File: src/hdl/ccs_defs.svh
// offsets, field positions, reset values and timing counts of the clock source switch controller
`ifndef CCS_DEFS_SVH
`define CCS_DEFS_SVH
// ************************************************************
// apb register map of the controller
// ************************************************************
`define CCS_APB_CTRL 12'h000
`define CCS_APB_STAT 12'h004
`define CCS_APB_STAB 12'h008
`define CCS_CTRL_GO 0
`define CCS_CTRL_TGT_LSB 1
`define CCS_CTRL_AMP 4
`define CCS_CTRL_HALT_IRC 5
`define CCS_CTRL_HALT_MAIN 6
`define CCS_CTRL_HALT_SUB 7
`define CCS_STAB_RESET 16'h0FA0
// ************************************************************
// device register indices and bit positions
// ************************************************************
`define CCS_DEV_MCM 3'h0
`define CCS_DEV_PCC 3'h1
`define CCS_DEV_RCM 3'h2
`define CCS_DEV_CLOCK_OP_MODE_REG 3'h3
`define CCS_DEV_MOC 3'h4
`define CCS_DEV_SUBST 3'h5
`define CCS_BIT_MAIN_SEL 3'h0
`define CCS_BIT_MAIN_STATUS 3'h1
`define CCS_BIT_CPU_SUB 3'h4
`define CCS_BIT_IRC_HALT 3'h0
`define CCS_BIT_IRC_STABLE 3'h7
`define CCS_BIT_EXT_MAIN 3'h7
`define CCS_BIT_MAIN_PIN 3'h6
`define CCS_BIT_EXT_SUB 3'h5
`define CCS_BIT_SUB_PIN 3'h4
`define CCS_BIT_AMP 3'h0
`define CCS_BIT_MAIN_HALT 3'h7
`define CCS_BIT_SUB_START 3'h0
// ************************************************************
// timing
// ************************************************************
`define CCS_CLK_NS 50
`define CCS_HOLD_X1_NS 16120
`define CCS_HOLD_X1_CYC ((`CCS_HOLD_X1_NS + `CCS_CLK_NS - 1) / `CCS_CLK_NS)
`define CCS_EXT_HOLD_CLKS 160
`define CCS_EXT_MIN_KHZ 1000
`define CCS_HOLD_EXT_NS (`CCS_EXT_HOLD_CLKS * 1000000 / `CCS_EXT_MIN_KHZ)
`define CCS_HOLD_EXT_CYC ((`CCS_HOLD_EXT_NS + `CCS_CLK_NS - 1) / `CCS_CLK_NS)
`endif

File: src/hdl/ccs_pkg.sv
// types of the clock source switch controller
package ccs_pkg;
  typedef enum logic [2:0] {
    CCS_TGT_IRC = 3'h0,
    CCS_TGT_X1 = 3'h1,
    CCS_TGT_EXTM = 3'h2,
    CCS_TGT_XT = 3'h3,
    CCS_TGT_EXTS = 3'h4
  } ccs_tgt_t;
  typedef enum logic [2:0] {
    CCS_OP_NOP = 3'h0,
    CCS_OP_SET = 3'h1,
    CCS_OP_POLL = 3'h2,
    CCS_OP_STAB = 3'h3,
    CCS_OP_HOLDX = 3'h4,
    CCS_OP_HOLDE = 3'h5,
    CCS_OP_END = 3'h6
  } ccs_op_t;
  typedef struct packed {
    ccs_op_t op;
    logic [2:0] idx;
    logic [2:0] pos;
    logic val;
  } ccs_step_t;
  typedef struct packed {
    logic valid;
    logic write;
    logic [2:0] addr;
    logic [7:0] wdata;
  } ccs_dev_req_t;
  typedef enum logic [2:0] {
    CCS_S_IDLE = 3'h0,
    CCS_S_FETCH = 3'h1,
    CCS_S_RD = 3'h2,
    CCS_S_WR = 3'h3,
    CCS_S_WAIT = 3'h4
  } ccs_state_t;
endpackage

File: src/hdl/ccs_host.sv
// clock source switch controller: apb slave that sequences the device clock registers
// Contract
// - main crystal running and stable before select
// - external main enabled before main select
// - internal oscillator may halt after leaving it
// - internal oscillator running before returning to it
// - sub crystal configured and stable before select
// - external sub clock enabled before select
// - internal oscillator may halt on sub clock
// - sub to internal needs running osc, status 0
// - sub to crystal needs stable osc, status 1
// - sub to external main needs status 1
//
// Decided for this implementation: the register addresses and the APB interface to the registers.
`timescale 1ns/1ps
`include "ccs_defs.svh"
module ccs_host
  import ccs_pkg::*;
(
  input wire logic clk,
  input wire logic rst_n,
  input wire logic psel,
  input wire logic penable,
  input wire logic pwrite,
  input wire logic [11:0] paddr,
  input wire logic [31:0] pwdata,
  output logic [31:0] prdata,
  output logic pready,
  output logic pslverr,
  output ccs_dev_req_t dev_req,
  input wire logic dev_ack,
  input wire logic [7:0] dev_rdata
);
  // ************************************************************
  // step table
  // ************************************************************
  function automatic ccs_step_t st(input ccs_op_t op, input logic [2:0] idx, input logic [2:0] pos,
                                   input logic val);
    st = '{op: op, idx: idx, pos: pos, val: val};
  endfunction

  function automatic ccs_step_t step_f(input logic [2:0] tgt, input logic [3:0] n, input logic amp,
                                       input logic [2:0] halts);
    ccs_step_t s;
    logic is_main;
    logic is_sub;
    s = st(CCS_OP_NOP, 3'h0, 3'h0, 1'b0);
    is_main = (tgt == CCS_TGT_X1) || (tgt == CCS_TGT_EXTM);
    is_sub = (tgt == CCS_TGT_XT) || (tgt == CCS_TGT_EXTS);
    if (n == 4'hC) begin
      if (halts[0] && tgt != CCS_TGT_IRC) begin
        s = st(CCS_OP_SET, `CCS_DEV_RCM, `CCS_BIT_IRC_HALT, 1'b1);
      end
    end else if (n == 4'hD) begin
      if (halts[1] && !is_main) begin
        s = st(CCS_OP_SET, `CCS_DEV_MOC, `CCS_BIT_MAIN_HALT, 1'b1);
      end
    end else if (n == 4'hE) begin
      if (halts[2] && !is_sub) begin
        s = st(CCS_OP_SET, `CCS_DEV_CLOCK_OP_MODE_REG, `CCS_BIT_SUB_PIN, 1'b0);
      end
    end else if (n == 4'hF) begin
      s = st(CCS_OP_END, 3'h0, 3'h0, 1'b0);
    end else if (tgt == CCS_TGT_IRC) begin
      case (n)
        4'h0: s = st(CCS_OP_SET, `CCS_DEV_RCM, `CCS_BIT_IRC_HALT, 1'b0);
        4'h1: s = st(CCS_OP_POLL, `CCS_DEV_RCM, `CCS_BIT_IRC_STABLE, 1'b1);
        4'h2: s = st(CCS_OP_SET, `CCS_DEV_MCM, `CCS_BIT_MAIN_SEL, 1'b0);
        4'h3: s = st(CCS_OP_POLL, `CCS_DEV_MCM, `CCS_BIT_MAIN_STATUS, 1'b0);
        4'h4: s = st(CCS_OP_SET, `CCS_DEV_PCC, `CCS_BIT_CPU_SUB, 1'b0);
        default: s = st(CCS_OP_NOP, 3'h0, 3'h0, 1'b0);
      endcase
    end else if (is_main) begin
      case (n)
        4'h0: s = st(CCS_OP_SET, `CCS_DEV_CLOCK_OP_MODE_REG, `CCS_BIT_EXT_MAIN, tgt == CCS_TGT_EXTM);
        4'h1: s = st(CCS_OP_SET, `CCS_DEV_CLOCK_OP_MODE_REG, `CCS_BIT_MAIN_PIN, 1'b1);
        4'h2: s = st(CCS_OP_SET, `CCS_DEV_CLOCK_OP_MODE_REG, `CCS_BIT_AMP, amp);
        // the device stalls the cpu by itself; we only wait it out before the next access
        4'h3: s = !amp ? st(CCS_OP_NOP, 3'h0, 3'h0, 1'b0) :
                  (tgt == CCS_TGT_X1) ? st(CCS_OP_HOLDX, 3'h0, 3'h0, 1'b0) :
                  st(CCS_OP_HOLDE, 3'h0, 3'h0, 1'b0);
        4'h4: s = st(CCS_OP_SET, `CCS_DEV_MOC, `CCS_BIT_MAIN_HALT, 1'b0);
        4'h5: s = (tgt == CCS_TGT_X1) ? st(CCS_OP_STAB, 3'h0, 3'h0, 1'b0) :
                  st(CCS_OP_NOP, 3'h0, 3'h0, 1'b0);
        4'h6: s = st(CCS_OP_SET, `CCS_DEV_MCM, `CCS_BIT_MAIN_SEL, 1'b1);
        4'h7: s = st(CCS_OP_POLL, `CCS_DEV_MCM, `CCS_BIT_MAIN_STATUS, 1'b1);
        4'h8: s = st(CCS_OP_SET, `CCS_DEV_PCC, `CCS_BIT_CPU_SUB, 1'b0);
        default: s = st(CCS_OP_NOP, 3'h0, 3'h0, 1'b0);
      endcase
    end else if (is_sub) begin
      case (n)
        4'h0: s = st(CCS_OP_SET, `CCS_DEV_SUBST, `CCS_BIT_SUB_START, 1'b0);
        4'h1: s = st(CCS_OP_SET, `CCS_DEV_CLOCK_OP_MODE_REG, `CCS_BIT_EXT_SUB, tgt == CCS_TGT_EXTS);
        4'h2: s = st(CCS_OP_SET, `CCS_DEV_CLOCK_OP_MODE_REG, `CCS_BIT_SUB_PIN, 1'b1);
        4'h3: s = (tgt == CCS_TGT_XT) ? st(CCS_OP_STAB, 3'h0, 3'h0, 1'b0) :
                  st(CCS_OP_NOP, 3'h0, 3'h0, 1'b0);
        4'h4: s = st(CCS_OP_SET, `CCS_DEV_PCC, `CCS_BIT_CPU_SUB, 1'b1);
        default: s = st(CCS_OP_NOP, 3'h0, 3'h0, 1'b0);
      endcase
    end
    step_f = s;
  endfunction

  // ************************************************************
  // apb slave
  // ************************************************************
  logic [2:0] tgt_reg;
  logic amp_reg;
  logic [2:0] halts_reg;
  logic [15:0] stab_reg;
  logic [2:0] cur_reg;
  ccs_state_t state_reg;
  logic [3:0] n_reg;
  logic [15:0] cnt_reg;
  logic [2:0] pos_reg;
  logic val_reg;
  logic is_set_reg;

  wire logic acc = psel && penable;
  wire logic hit_ctrl = (paddr == `CCS_APB_CTRL);
  wire logic hit_stat = (paddr == `CCS_APB_STAT);
  wire logic hit_stab = (paddr == `CCS_APB_STAB);
  wire logic unmapped = !(hit_ctrl || hit_stat || hit_stab);
  wire logic wr_fire = acc && pready && pwrite;
  wire logic busy = (state_reg != CCS_S_IDLE);
  wire logic [2:0] go_tgt = pwdata[`CCS_CTRL_TGT_LSB +: 3];
  // an order naming no source, or arriving while busy, is dropped
  wire logic go = wr_fire && hit_ctrl && pwdata[`CCS_CTRL_GO] && !busy && (go_tgt <= CCS_TGT_EXTS);
  wire logic [31:0] ctrl_view = {24'h0, halts_reg, amp_reg, tgt_reg, 1'b0};
  wire logic [31:0] stat_view = {24'h0, n_reg, cur_reg, busy};
  wire logic [31:0] rd_mux = hit_ctrl ? ctrl_view : hit_stat ? stat_view : hit_stab ? {16'h0, stab_reg} : 32'h0;

  // one wait state keeps every bus output on a flip-flop
  always_ff @(posedge clk or negedge rst_n) begin
    if (!rst_n) begin
      pready <= 1'b0;
      prdata <= 32'h0;
      pslverr <= 1'b0;
    end else begin
      pready <= acc && !pready;
      prdata <= (acc && !pready && !pwrite) ? rd_mux : 32'h0;
      pslverr <= acc && !pready && unmapped;
    end
  end

  always_ff @(posedge clk or negedge rst_n) begin
    if (!rst_n) begin
      tgt_reg <= 3'h0;
      amp_reg <= 1'b0;
      halts_reg <= 3'h0;
      stab_reg <= `CCS_STAB_RESET;
    end else if (wr_fire && !busy) begin
      if (hit_ctrl) begin
        tgt_reg <= go_tgt;
        amp_reg <= pwdata[`CCS_CTRL_AMP];
        halts_reg <= pwdata[`CCS_CTRL_HALT_SUB:`CCS_CTRL_HALT_IRC];
      end
      if (hit_stab) begin
        stab_reg <= pwdata[15:0];
      end
    end
  end

  // ************************************************************
  // sequencer
  // ************************************************************
  wire ccs_step_t step = step_f(tgt_reg, n_reg, amp_reg, halts_reg);
  wire logic [7:0] bit_mask = 8'h01 << pos_reg;
  wire logic [7:0] rmw_data = val_reg ? (dev_rdata | bit_mask) : (dev_rdata & ~bit_mask);
  wire logic poll_ok = (dev_rdata[pos_reg] == val_reg);
  wire logic [15:0] hold_x1 = 16'(`CCS_HOLD_X1_CYC - 1);
  wire logic [15:0] hold_ext = 16'(`CCS_HOLD_EXT_CYC - 1);

  always_ff @(posedge clk or negedge rst_n) begin
    if (!rst_n) begin
      state_reg <= CCS_S_IDLE;
      n_reg <= 4'h0;
      cnt_reg <= 16'h0;
      pos_reg <= 3'h0;
      val_reg <= 1'b0;
      is_set_reg <= 1'b0;
      cur_reg <= 3'h0;
      dev_req <= '0;
    end else begin
      case (state_reg)
        CCS_S_IDLE: begin
          if (go) begin
            n_reg <= 4'h0;
            state_reg <= CCS_S_FETCH;
          end
        end
        CCS_S_FETCH: begin
          pos_reg <= step.pos;
          val_reg <= step.val;
          is_set_reg <= (step.op == CCS_OP_SET);
          case (step.op)
            CCS_OP_SET, CCS_OP_POLL: begin
              dev_req <= '{valid: 1'b1, write: 1'b0, addr: step.idx, wdata: 8'h00};
              state_reg <= CCS_S_RD;
            end
            CCS_OP_STAB: begin
              cnt_reg <= stab_reg;
              state_reg <= CCS_S_WAIT;
            end
            CCS_OP_HOLDX: begin
              cnt_reg <= hold_x1;
              state_reg <= CCS_S_WAIT;
            end
            CCS_OP_HOLDE: begin
              cnt_reg <= hold_ext;
              state_reg <= CCS_S_WAIT;
            end
            CCS_OP_END: begin
              cur_reg <= tgt_reg;
              state_reg <= CCS_S_IDLE;
            end
            default: n_reg <= n_reg + 4'h1;
          endcase
        end
        CCS_S_RD: begin
          if (dev_ack) begin
            if (is_set_reg) begin
              dev_req <= '{valid: 1'b1, write: 1'b1, addr: dev_req.addr, wdata: rmw_data};
              state_reg <= CCS_S_WR;
            end else begin
              // a poll that misses simply reads again; there is no timeout
              dev_req <= '0;
              n_reg <= poll_ok ? n_reg + 4'h1 : n_reg;
              state_reg <= CCS_S_FETCH;
            end
          end
        end
        CCS_S_WR: begin
          if (dev_ack) begin
            dev_req <= '0;
            n_reg <= n_reg + 4'h1;
            state_reg <= CCS_S_FETCH;
          end
        end
        CCS_S_WAIT: begin
          if (cnt_reg == 16'h0) begin
            n_reg <= n_reg + 4'h1;
            state_reg <= CCS_S_FETCH;
          end else begin
            cnt_reg <= cnt_reg - 16'h1;
          end
        end
        default: state_reg <= CCS_S_IDLE;
      endcase
    end
  end

  // ************************************************************
  // checks
  // ************************************************************
  a_pready_one: assert property (@(posedge clk) disable iff (!rst_n)
    acc && !pready |=> pready) else $error("apb answer not after one wait");
  a_pready_drop: assert property (@(posedge clk) disable iff (!rst_n)
    pready |=> !pready) else $error("pready stood two cycles");
  a_req_held: assert property (@(posedge clk) disable iff (!rst_n)
    dev_req.valid && !dev_ack |=> $stable(dev_req)) else $error("device request changed before ack");
  a_rmw_order: assert property (@(posedge clk) disable iff (!rst_n)
    state_reg == CCS_S_WR |-> dev_req.write && dev_req.addr == $past(dev_req.addr)) else $error("write lost address");
  a_irc_halt_guard: assert property (@(posedge clk) disable iff (!rst_n)
    dev_req.valid && dev_req.write && dev_req.addr == `CCS_DEV_RCM && dev_req.wdata[0] |-> tgt_reg != CCS_TGT_IRC)
    else $error("internal oscillator halted while selected");
  a_hold_x1_len: assert property (@(posedge clk) disable iff (!rst_n)
    state_reg == CCS_S_FETCH && step.op == CCS_OP_HOLDX |=> cnt_reg == 16'(`CCS_HOLD_X1_CYC - 1))
    else $error("crystal hold wait wrong length");
  a_hold_ext_len: assert property (@(posedge clk) disable iff (!rst_n)
    state_reg == CCS_S_FETCH && step.op == CCS_OP_HOLDE |=> cnt_reg == 16'(`CCS_HOLD_EXT_CYC - 1))
    else $error("external hold wait wrong length");
  a_wait_ends: assert property (@(posedge clk) disable iff (!rst_n)
    state_reg == CCS_S_WAIT && cnt_reg == 16'h0 |=> state_reg == CCS_S_FETCH && n_reg == $past(n_reg) + 4'h1)
    else $error("sequence did not resume after wait");
  a_go_busy: assert property (@(posedge clk) disable iff (!rst_n)
    go |=> busy) else $error("accepted order did not start");
  a_unmapped_err: assert property (@(posedge clk) disable iff (!rst_n)
    acc && !pready && unmapped |=> pslverr) else $error("unmapped access without error");
  a_prdata_idle: assert property (@(posedge clk) disable iff (!rst_n)
    !pready |-> prdata == 32'h0)
    else $error("read data outside the answer cycle");
  a_err_with_ready: assert property (@(posedge clk) disable iff (!rst_n)
    pslverr |-> pready)
    else $error("error without ready");
  // tail halts must never touch the clock that the cpu has just been moved to
  a_main_halt_guard: assert property (@(posedge clk) disable iff (!rst_n)
    dev_req.valid && dev_req.write && dev_req.addr == `CCS_DEV_MOC && dev_req.wdata[`CCS_BIT_MAIN_HALT]
    |-> tgt_reg != CCS_TGT_X1 && tgt_reg != CCS_TGT_EXTM)
    else $error("main clock halted while selected");
  a_sub_stop_guard: assert property (@(posedge clk) disable iff (!rst_n)
    state_reg == CCS_S_WR && dev_req.addr == `CCS_DEV_CLOCK_OP_MODE_REG && pos_reg == `CCS_BIT_SUB_PIN && !val_reg
    |-> tgt_reg != CCS_TGT_XT && tgt_reg != CCS_TGT_EXTS)
    else $error("sub clock stopped while selected");
  a_wait_quiet: assert property (@(posedge clk) disable iff (!rst_n)
    state_reg == CCS_S_WAIT |-> !dev_req.valid)
    else $error("device accessed during a wait");
endmodule

File: config.mk
export PLATFORM = sky130hd
export DESIGN_NAME = ccs_host
export DESIGN_NICKNAME = d
export VERILOG_FILES = /design/src/hdl/ccs_pkg.sv /design/src/hdl/ccs_host.sv
export VERILOG_INCLUDE_DIRS = /design/src /design/src/hdl
export SDC_FILE = /design/constraint.sdc
export NUM_CORES = 1
export LEC_CHECK = 0
export ABC_AREA = 1
export CAP_MARGIN = 20
export CORE_ASPECT_RATIO = 0.75
export CORE_UTILIZATION = 55
export CTS_CLUSTER_DIAMETER = 50
export DETAILED_ROUTE_END_ITERATION = 6
export DONT_BUFFER_PORTS = 1
export GPL_TIMING_DRIVEN = 0
export PLACE_DENSITY_LB_ADDON = 0.1
export SETUP_SLACK_MARGIN = 0.05
export SLEW_MARGIN = 20
export SYNTH_ARGS = -nofsm -noshare
export SYNTH_HDL_FRONTEND = slang
export SYNTH_SLANG_ARGS = --single-unit
File: constraint.sdc
create_clock -name clk -period 2.37 [get_ports clk]
set_input_delay 0.474 -clock clk [delete_from_list [all_inputs] [get_ports clk]]
set_output_delay 0.474 -clock clk [all_outputs]
set_load 0.005 [all_outputs]
==> results.yml, run 1 <==
outcome:
  status: "finished, violations left"
  violations: "hold timing"
synth:
  synth_area_sq_mm: 0.005258
  synth_compound_area_share_pct: 15.04
  synth_common_cells: "172 x nand2_1, 79 x dfrtp_1, 79 x inv_1"
  postSynthCellCount: 697
  post_synth.cell_area_avg_sq_um: 7.543
  synth_top_family_by_area: "simple AND/OR/NAND/NOR gates"
  synth_xor_area_share_pct: 1.166
  synth_adder_area_share_pct: 1.190
  muxShareOfSynthArea_pct: 1.499
  yosysSeqAreaShare_pct: 40.60
  synth.ff_latch_count: 85
  synth.distinct_cells: 48
  yosys_warnings: 0
  yosys-top-cells-area: "dfrtp_1 38%, nand2_1 12%, inv_1 5.6%, nand3_1 5.1%, o21ai_0 5.0%"
  yosysTopAreaCellShare_pct: 37.60
  async_reset_ff_share_pct: 100.0
  yosys.area.top_type: "dfrtp_1"
  synth_most_common_cell: "nand2_1"
  ys.flop_type: "dfrtp_1"
  synth-edff-count: 0
  synth-simple-area-share_pct: 29.65
sta:
  clock_skew_ns: 0.006266
  hold_viol: 79
  timing.hold.ws_ns: -0.1796
  drv_slew: 0
  min_period_ns: 2.328
  fin_crit_sh_pct: 98.24
  slew_headroom_pct: 52.16
  rsz0062_at_grt: "true"
  timing.final.ws_setup_ns: 0.04181
  setup_viol: 0
  max_freq_mhz: 429.5
  worst_pin_slew_ns: 0.7121
setup_path:
  worstPathArrival_ns: 2.56
  crit_path_end: "dev_req[4]"
  cp-start-kind: "flop"
  rrSetupSlack_ns: 0.04
  reg2reg_to: "dev_req[4]"
  cp-end-kind: "flop"
  worstSetupPathType: "flop to flop"
  worst-path-stages: 17
  r2r-start: "n_reg[0]"
  path_cells: "inv_4 > ha_4 > nand2_4 > nand2_2 > a21oi_2 > nand3_1 > nand3_1 > nand2_1 > nand2_1 > nand2_2 > nand2_4 > nand3_2 > nand3_4 > nand2_4 > clkbuf_16 > nand2_2 > o21ai_2"
  path_max_fanout: 8
  path_delay_family: "simple AND/OR/NAND/NOR gates"
  critical-path-slowest-cell: "dfrtp_2"
  worstPathRequired_ns: 2.60
  cp.buffers_inverters: 2
  cpPeakStageDelay_ns: 0.48
  reg2reg_depth: 17
  crit_start: "n_reg[0]"
power:
  power_w: 0.004803
  p_comb_share_pct: 38.8
  p_leak_nw: 3.196
  swShare_pct: 37.39
  peakVddDrop_mv: 0.5960
  seqPwrFrac_pct: 33.3
  clkPwrFrac_pct: 28.0
  p_int_w: 0.003007
  powerDensity_mw_per_mm2: 758.0
  p_switching_w: 0.001796
run:
  drv_cap: 0
global_route:
  grt_pass1_wl_um: 21780
  grt_max_degree: 86
  overflow: 0
  grt_pass1_vias: 4356
  groute.usage.overall_pct: 28.19
  antenna_found_initial: 0
place:
  gp_congestion: 0.8944
  dpl.hpwl_um: 9814
  dpl.cell_count: 840
  io_buffer_count: 0
  pre_cts_ws_ns: -0.2698
  placed_area_sq_mm: 0.005474
routing:
  ant_nets: 0
  finalWirelength_um: 14030
  dr.first_iter.drc_count: 374
  wl_per_cell_um: 15.91
  vias: 4872
  dr.pass1.iters: 5
  drcViolationCount: 0
  viasPerCell: 5.524
finish:
  stdcell_count: 882
  layout.nets: 812
  n_antenna_cell: 0
  drive_above_1_share_pct: 28.51
  fillers: 788
  area_growth_pct: 20.51
  final_area_sq_mm: 0.006336
clocking:
  cts_tree: "built"
  worst_skew_pair.late_latency_ns: 0.35
  h-tree-depth: 3
  clk_pin_slew_ns: 0.07
  cts.sinks: 85
  cts_made_buffers: 9
  clockRootBuffer: "clkbuf_16"
  cts_buffer_depth: 2
die:
  die_h_um: 86.67
  fp.dieW_um: 114.9
  rows: 30
  initial_core_util_pct: 57.40
  die_area_sq_mm: 0.009958
  ios: 105
  core-area_sq_mm: 0.009159
min_path:
  hp-class: "primary input to asynchronous set/reset pin"
## kinds of logic (layout without fill, tap and decap cells)
family,count (synthesis),after routing
AOI/OAI and AO/OA,129,129
xor gates and xnor gates,7,7
adders and majority gates,5,5
buffers and inverters,124,166
DFF,85,85
muxes,7,7
other,1,16
and+or+nand+nor,339,339
## stage by stage
step	TNS (ns)	util, %
3_5_place_dp	-7.240	59.77
4_1_cts	0	64.03
6_report	0	69.18
5_1_grt	-1.585	69.18
3_3_place_gp	-6.363	59.77
2_1_floorplan	0	-
## per-layer routing
metal  vias to the layer above  global-route usage (%)  wire length (um)
met5                         -                       0                 0
met2                       175                   41.18              6152
li1                       2357                       -                 -
met4                         0                   7.910               256
met1                      2310                   41.35              6627
met3                        30                   6.923               997
## repair_timing
item | in CTS | in global routing
buffers inserted | 5 | 20
cloned | 0 | 2
pin swaps | 5 | 33
endpoints found under the hold margin | 85 | 85
endpoints found under the setup margin | 41 | 41
resized for setup | 21 | 90
## cell usage in the layout, fill, tap and decap left out, drive strengths merged, types with 2 or more instances in the layout
master,count
buf,51
nor3,8
ha,5
dfrtp,79
o31ai,3
xor2,4
conb,16
or2,3
a21oi,23
clkinvlp,2
o22ai,7
nand3b,4
dfstp,6
nand4,10
clkbuf,22
a211oi,2
xnor2,3
a31oi,4
nand2,193
inv,90
o21bai,2
o221ai,2
o211ai,12
nor2,60
mux2,7
o21ai,68
nand3,59
## power by group through the flow
stage / combinational, W / clock [W] / sequential (W)
6_report: 0.00186 / 0.00134 / 0.00160
5_1_grt: 0.00199 / 0.00141 / 0.00160
4_1_cts: 0.00140 / 0.00136 / 0.00157
3_5_place_dp: 0.00124 / 0 / 0.00159
3_3_place_gp: 0.00123 / 0 / 0.00159
2_1_floorplan: 0.00100 / 0 / 0.00157
## area by class of cell
class,instances,area [sq um],share of cell area [%]
buffer,36,257.7,4.068
multi-input combinational,503,2912,45.95
timing repair buffer,27,249.0,3.930
tap,128,160.2,2.528
clock buffer,10,229.0,3.614
inverter,87,341.6,5.391
sequential,85,2141,33.79
clock inverter,6,46.29,0.7306
## how the worst min path moves through the flow
| stage | from | slack (ns) | endpoint |
|---|---|---|---|
| finish | rst_n | -0.18 | prdata[6] |
| global route | rst_n | -0.20 | prdata[7] |
| CTS | rst_n | -0.19 | prdata[6] |
| detailed placement | rst_n | 0.18 | dev_req[3] |
| global placement | rst_n | 0.18 | dev_req[3] |
| floorplan | rst_n | 0.18 | amp_reg |
Note: power is estimated with default switching activity, not from simulation.
==> inputs of run 2 (changes only) <==
--- a/config.mk
+++ b/config.mk
@@ -9,8 +9,7 @@
 export ABC_AREA = 1
 export CAP_MARGIN = 20
 export CORE_ASPECT_RATIO = 0.75
-export CORE_UTILIZATION = 55
-export CTS_CLUSTER_DIAMETER = 50
+export CORE_UTILIZATION = 58
 export DETAILED_ROUTE_END_ITERATION = 6
 export DONT_BUFFER_PORTS = 1
 export GPL_TIMING_DRIVEN = 0
==> results.yml, run 2 (synthesized netlist as in run 1, its figures left out) <==
finish:
  drive_above_1_share_pct: 24.67
  mostFrequentLayoutCell: "nand2_1"
  final_cell_mix: "167 x nand2_1, 74 x dfrtp_1, 71 x inv_1"
  seq_area_sq_mm: 0.002141
  n_antenna_cell: 0
  final_area_sq_mm: 0.006255
  stdcell_count: 862
  multiInputGateArea_sq_mm: 0.002834
  area_growth_pct: 18.97
  fillers: 679
  layout.nets: 812
routing:
  drcViolationCount: 3
  viasPerCell: 5.729
  finalWirelength_um: 13940
  wl_per_cell_um: 16.17
  dr.pass1.iters: 7
  ant_nets: 0
  vias: 4938
  dr.first_iter.drc_count: 460
clocking:
  clk_pin_slew_ns: 0.06
  h-tree-depth: 3
  cts_made_buffers: 9
  clockRootBuffer: "clkbuf_16"
  cts_tree: "built"
  worst_skew_pair.late_latency_ns: 0.34
  cts_buffer_depth: 2
  cts.sinks: 85
global_route:
  gr-usage-met1_pct: 42.35
  use_met2_pct: 43.37
  grt_pass1_vias: 4486
  groute.usage.overall_pct: 28.77
  grt_max_degree: 86
  overflow: 0
  use_met3_pct: 6.354
  grt_pass1_wl_um: 21540
  busiest_layer: "met2"
  antenna_found_initial: 0
sta:
  clock_skew_ns: 0.006419
  max_freq_mhz: 425.2
  worst_pin_slew_ns: 0.8154
  min_period_ns: 2.352
  drv_slew: 0
  rsz0062_at_grt: "true"
  timing.hold.ws_ns: -0.1761
  fin_crit_sh_pct: 99.23
  hold_viol: 79
  slew_headroom_pct: 45.22
  setup_viol: 0
power:
  peakVddDrop_mv: 0.5305
  power_w: 0.004860
  p_leak_nw: 3.167
  powerDensity_mw_per_mm2: 777.1
setup_path:
  worstPathRequired_ns: 2.60
  path_max_fanout: 6
  worstPathArrival_ns: 2.58
  critical-path-slowest-cell: "dfrtp_2"
  cp-end-kind: "flop"
  worstSetupPathType: "flop to flop"
  cpPeakStageDelay_ns: 0.47
  path_cells: "inv_4 > ha_4 > buf_4 > nand2_4 > inv_4 > nor3_4 > o21ai_1 > o21bai_4 > inv_2 > nand3_2 > nand3_4 > nand2_4 > clkbuf_16 > nand2_2 > o21ai_2"
  cp-start-kind: "flop"
outcome:
  violations: "DRC, hold timing"
  status: "finished, violations left"
min_path:
  hp-class: "primary input to asynchronous set/reset pin"
place:
  dpl.hpwl_um: 9689
  placed_area_sq_mm: 0.005449
  gp_congestion: 0.8958
  io_buffer_count: 0
  dpl.cell_count: 820
die:
  fp.dieW_um: 111.9
  die_area_sq_mm: 0.009453
  ios: 105
  initial_core_util_pct: 60.88
  die_h_um: 84.46
  core-area_sq_mm: 0.008636
  rows: 29
run:
  drv_cap: 0
==> run 2: where the power goes <==
part	switching, W	leakage, nW	internal [W]
clock	0.000592	0.150	0.000850
sequential	0.0000817	1.12	0.00151
combinational	0.00106	1.90	0.000764
total	0.00174	3.17	0.00312
==> run 2: critical path, delay by kind of cell (launching register included) <==
family,cells,cell delay [ns]
DFF,1,0.47
adders and majority gates,1,0.20
buffers and inverters,5,0.58
and+or+nand+nor,6,0.62
AOI/OAI and AO/OA,3,0.36
==> run 2: metrics by stage <==
stage | hold WS [ns] | util, % | worst slack [ns] | TNS (ns)
after detailed placement | 0.1802 | 63.10 | -0.2384 | -6.925
after CTS | -0.1770 | 67.91 | 0.04123 | 0
after global placement | 0.1800 | 63.10 | -0.2461 | -6.867
after global routing | -0.1840 | 72.43 | -0.06491 | -1.231
after floorplan | 0.1784 | - | 0.1692 | 0
final | -0.1761 | 72.43 | 0.01835 | 0
==> run 2: path summary, 6_finish.rpt <==
kind / startpoint / endpoint / slack [ns] / cells after the start
worst min-delay path: rst_n / dev_req[7] / -0.18 / 0
worst max register to register: n_reg[0] / dev_req[4] / 0.02 / 15
min in group clk: pwdata[4] / amp_reg / 0.26 / 2
max in group asynchronous: rst_n / stab_reg[11] / 2.33 / 0
worst min register to register: pready / pready / 0.50 / 1
worst max-delay path: n_reg[0] / dev_req[4] / 0.02 / 15
==> run 2: per-layer routing <==
| metal | routed length, um | share of wire (%) |
|---|---|---|
| met1 | 6362 | 46 |
| met2 | 6260 | 45 |
| met3 | 1151 | 8.3 |
| met4 | 163 | 1.2 |
| met5 | 0 | 0 |
==> run 2: timing repair <==
action | in CTS | in global routing
buffers inserted | 6 | 19
hold endpoints to repair | 85 | 81
pin swaps | 3 | 14
endpoints found under the setup margin | 41 | 41
cloned | 0 | 2
resized for setup | 21 | 55
==> run 2: cell type report <==
class                           instances  area share (%)
Sequential cell                        85           34.23
Multi-Input combinational cell        503           45.31
Timing Repair Buffer                   27           3.801
Buffer                                 36           4.181
Clock buffer                           11           3.881
Inverter                               87           5.461
Clock inverter                          5          0.9802
Tap cell                              108           2.160
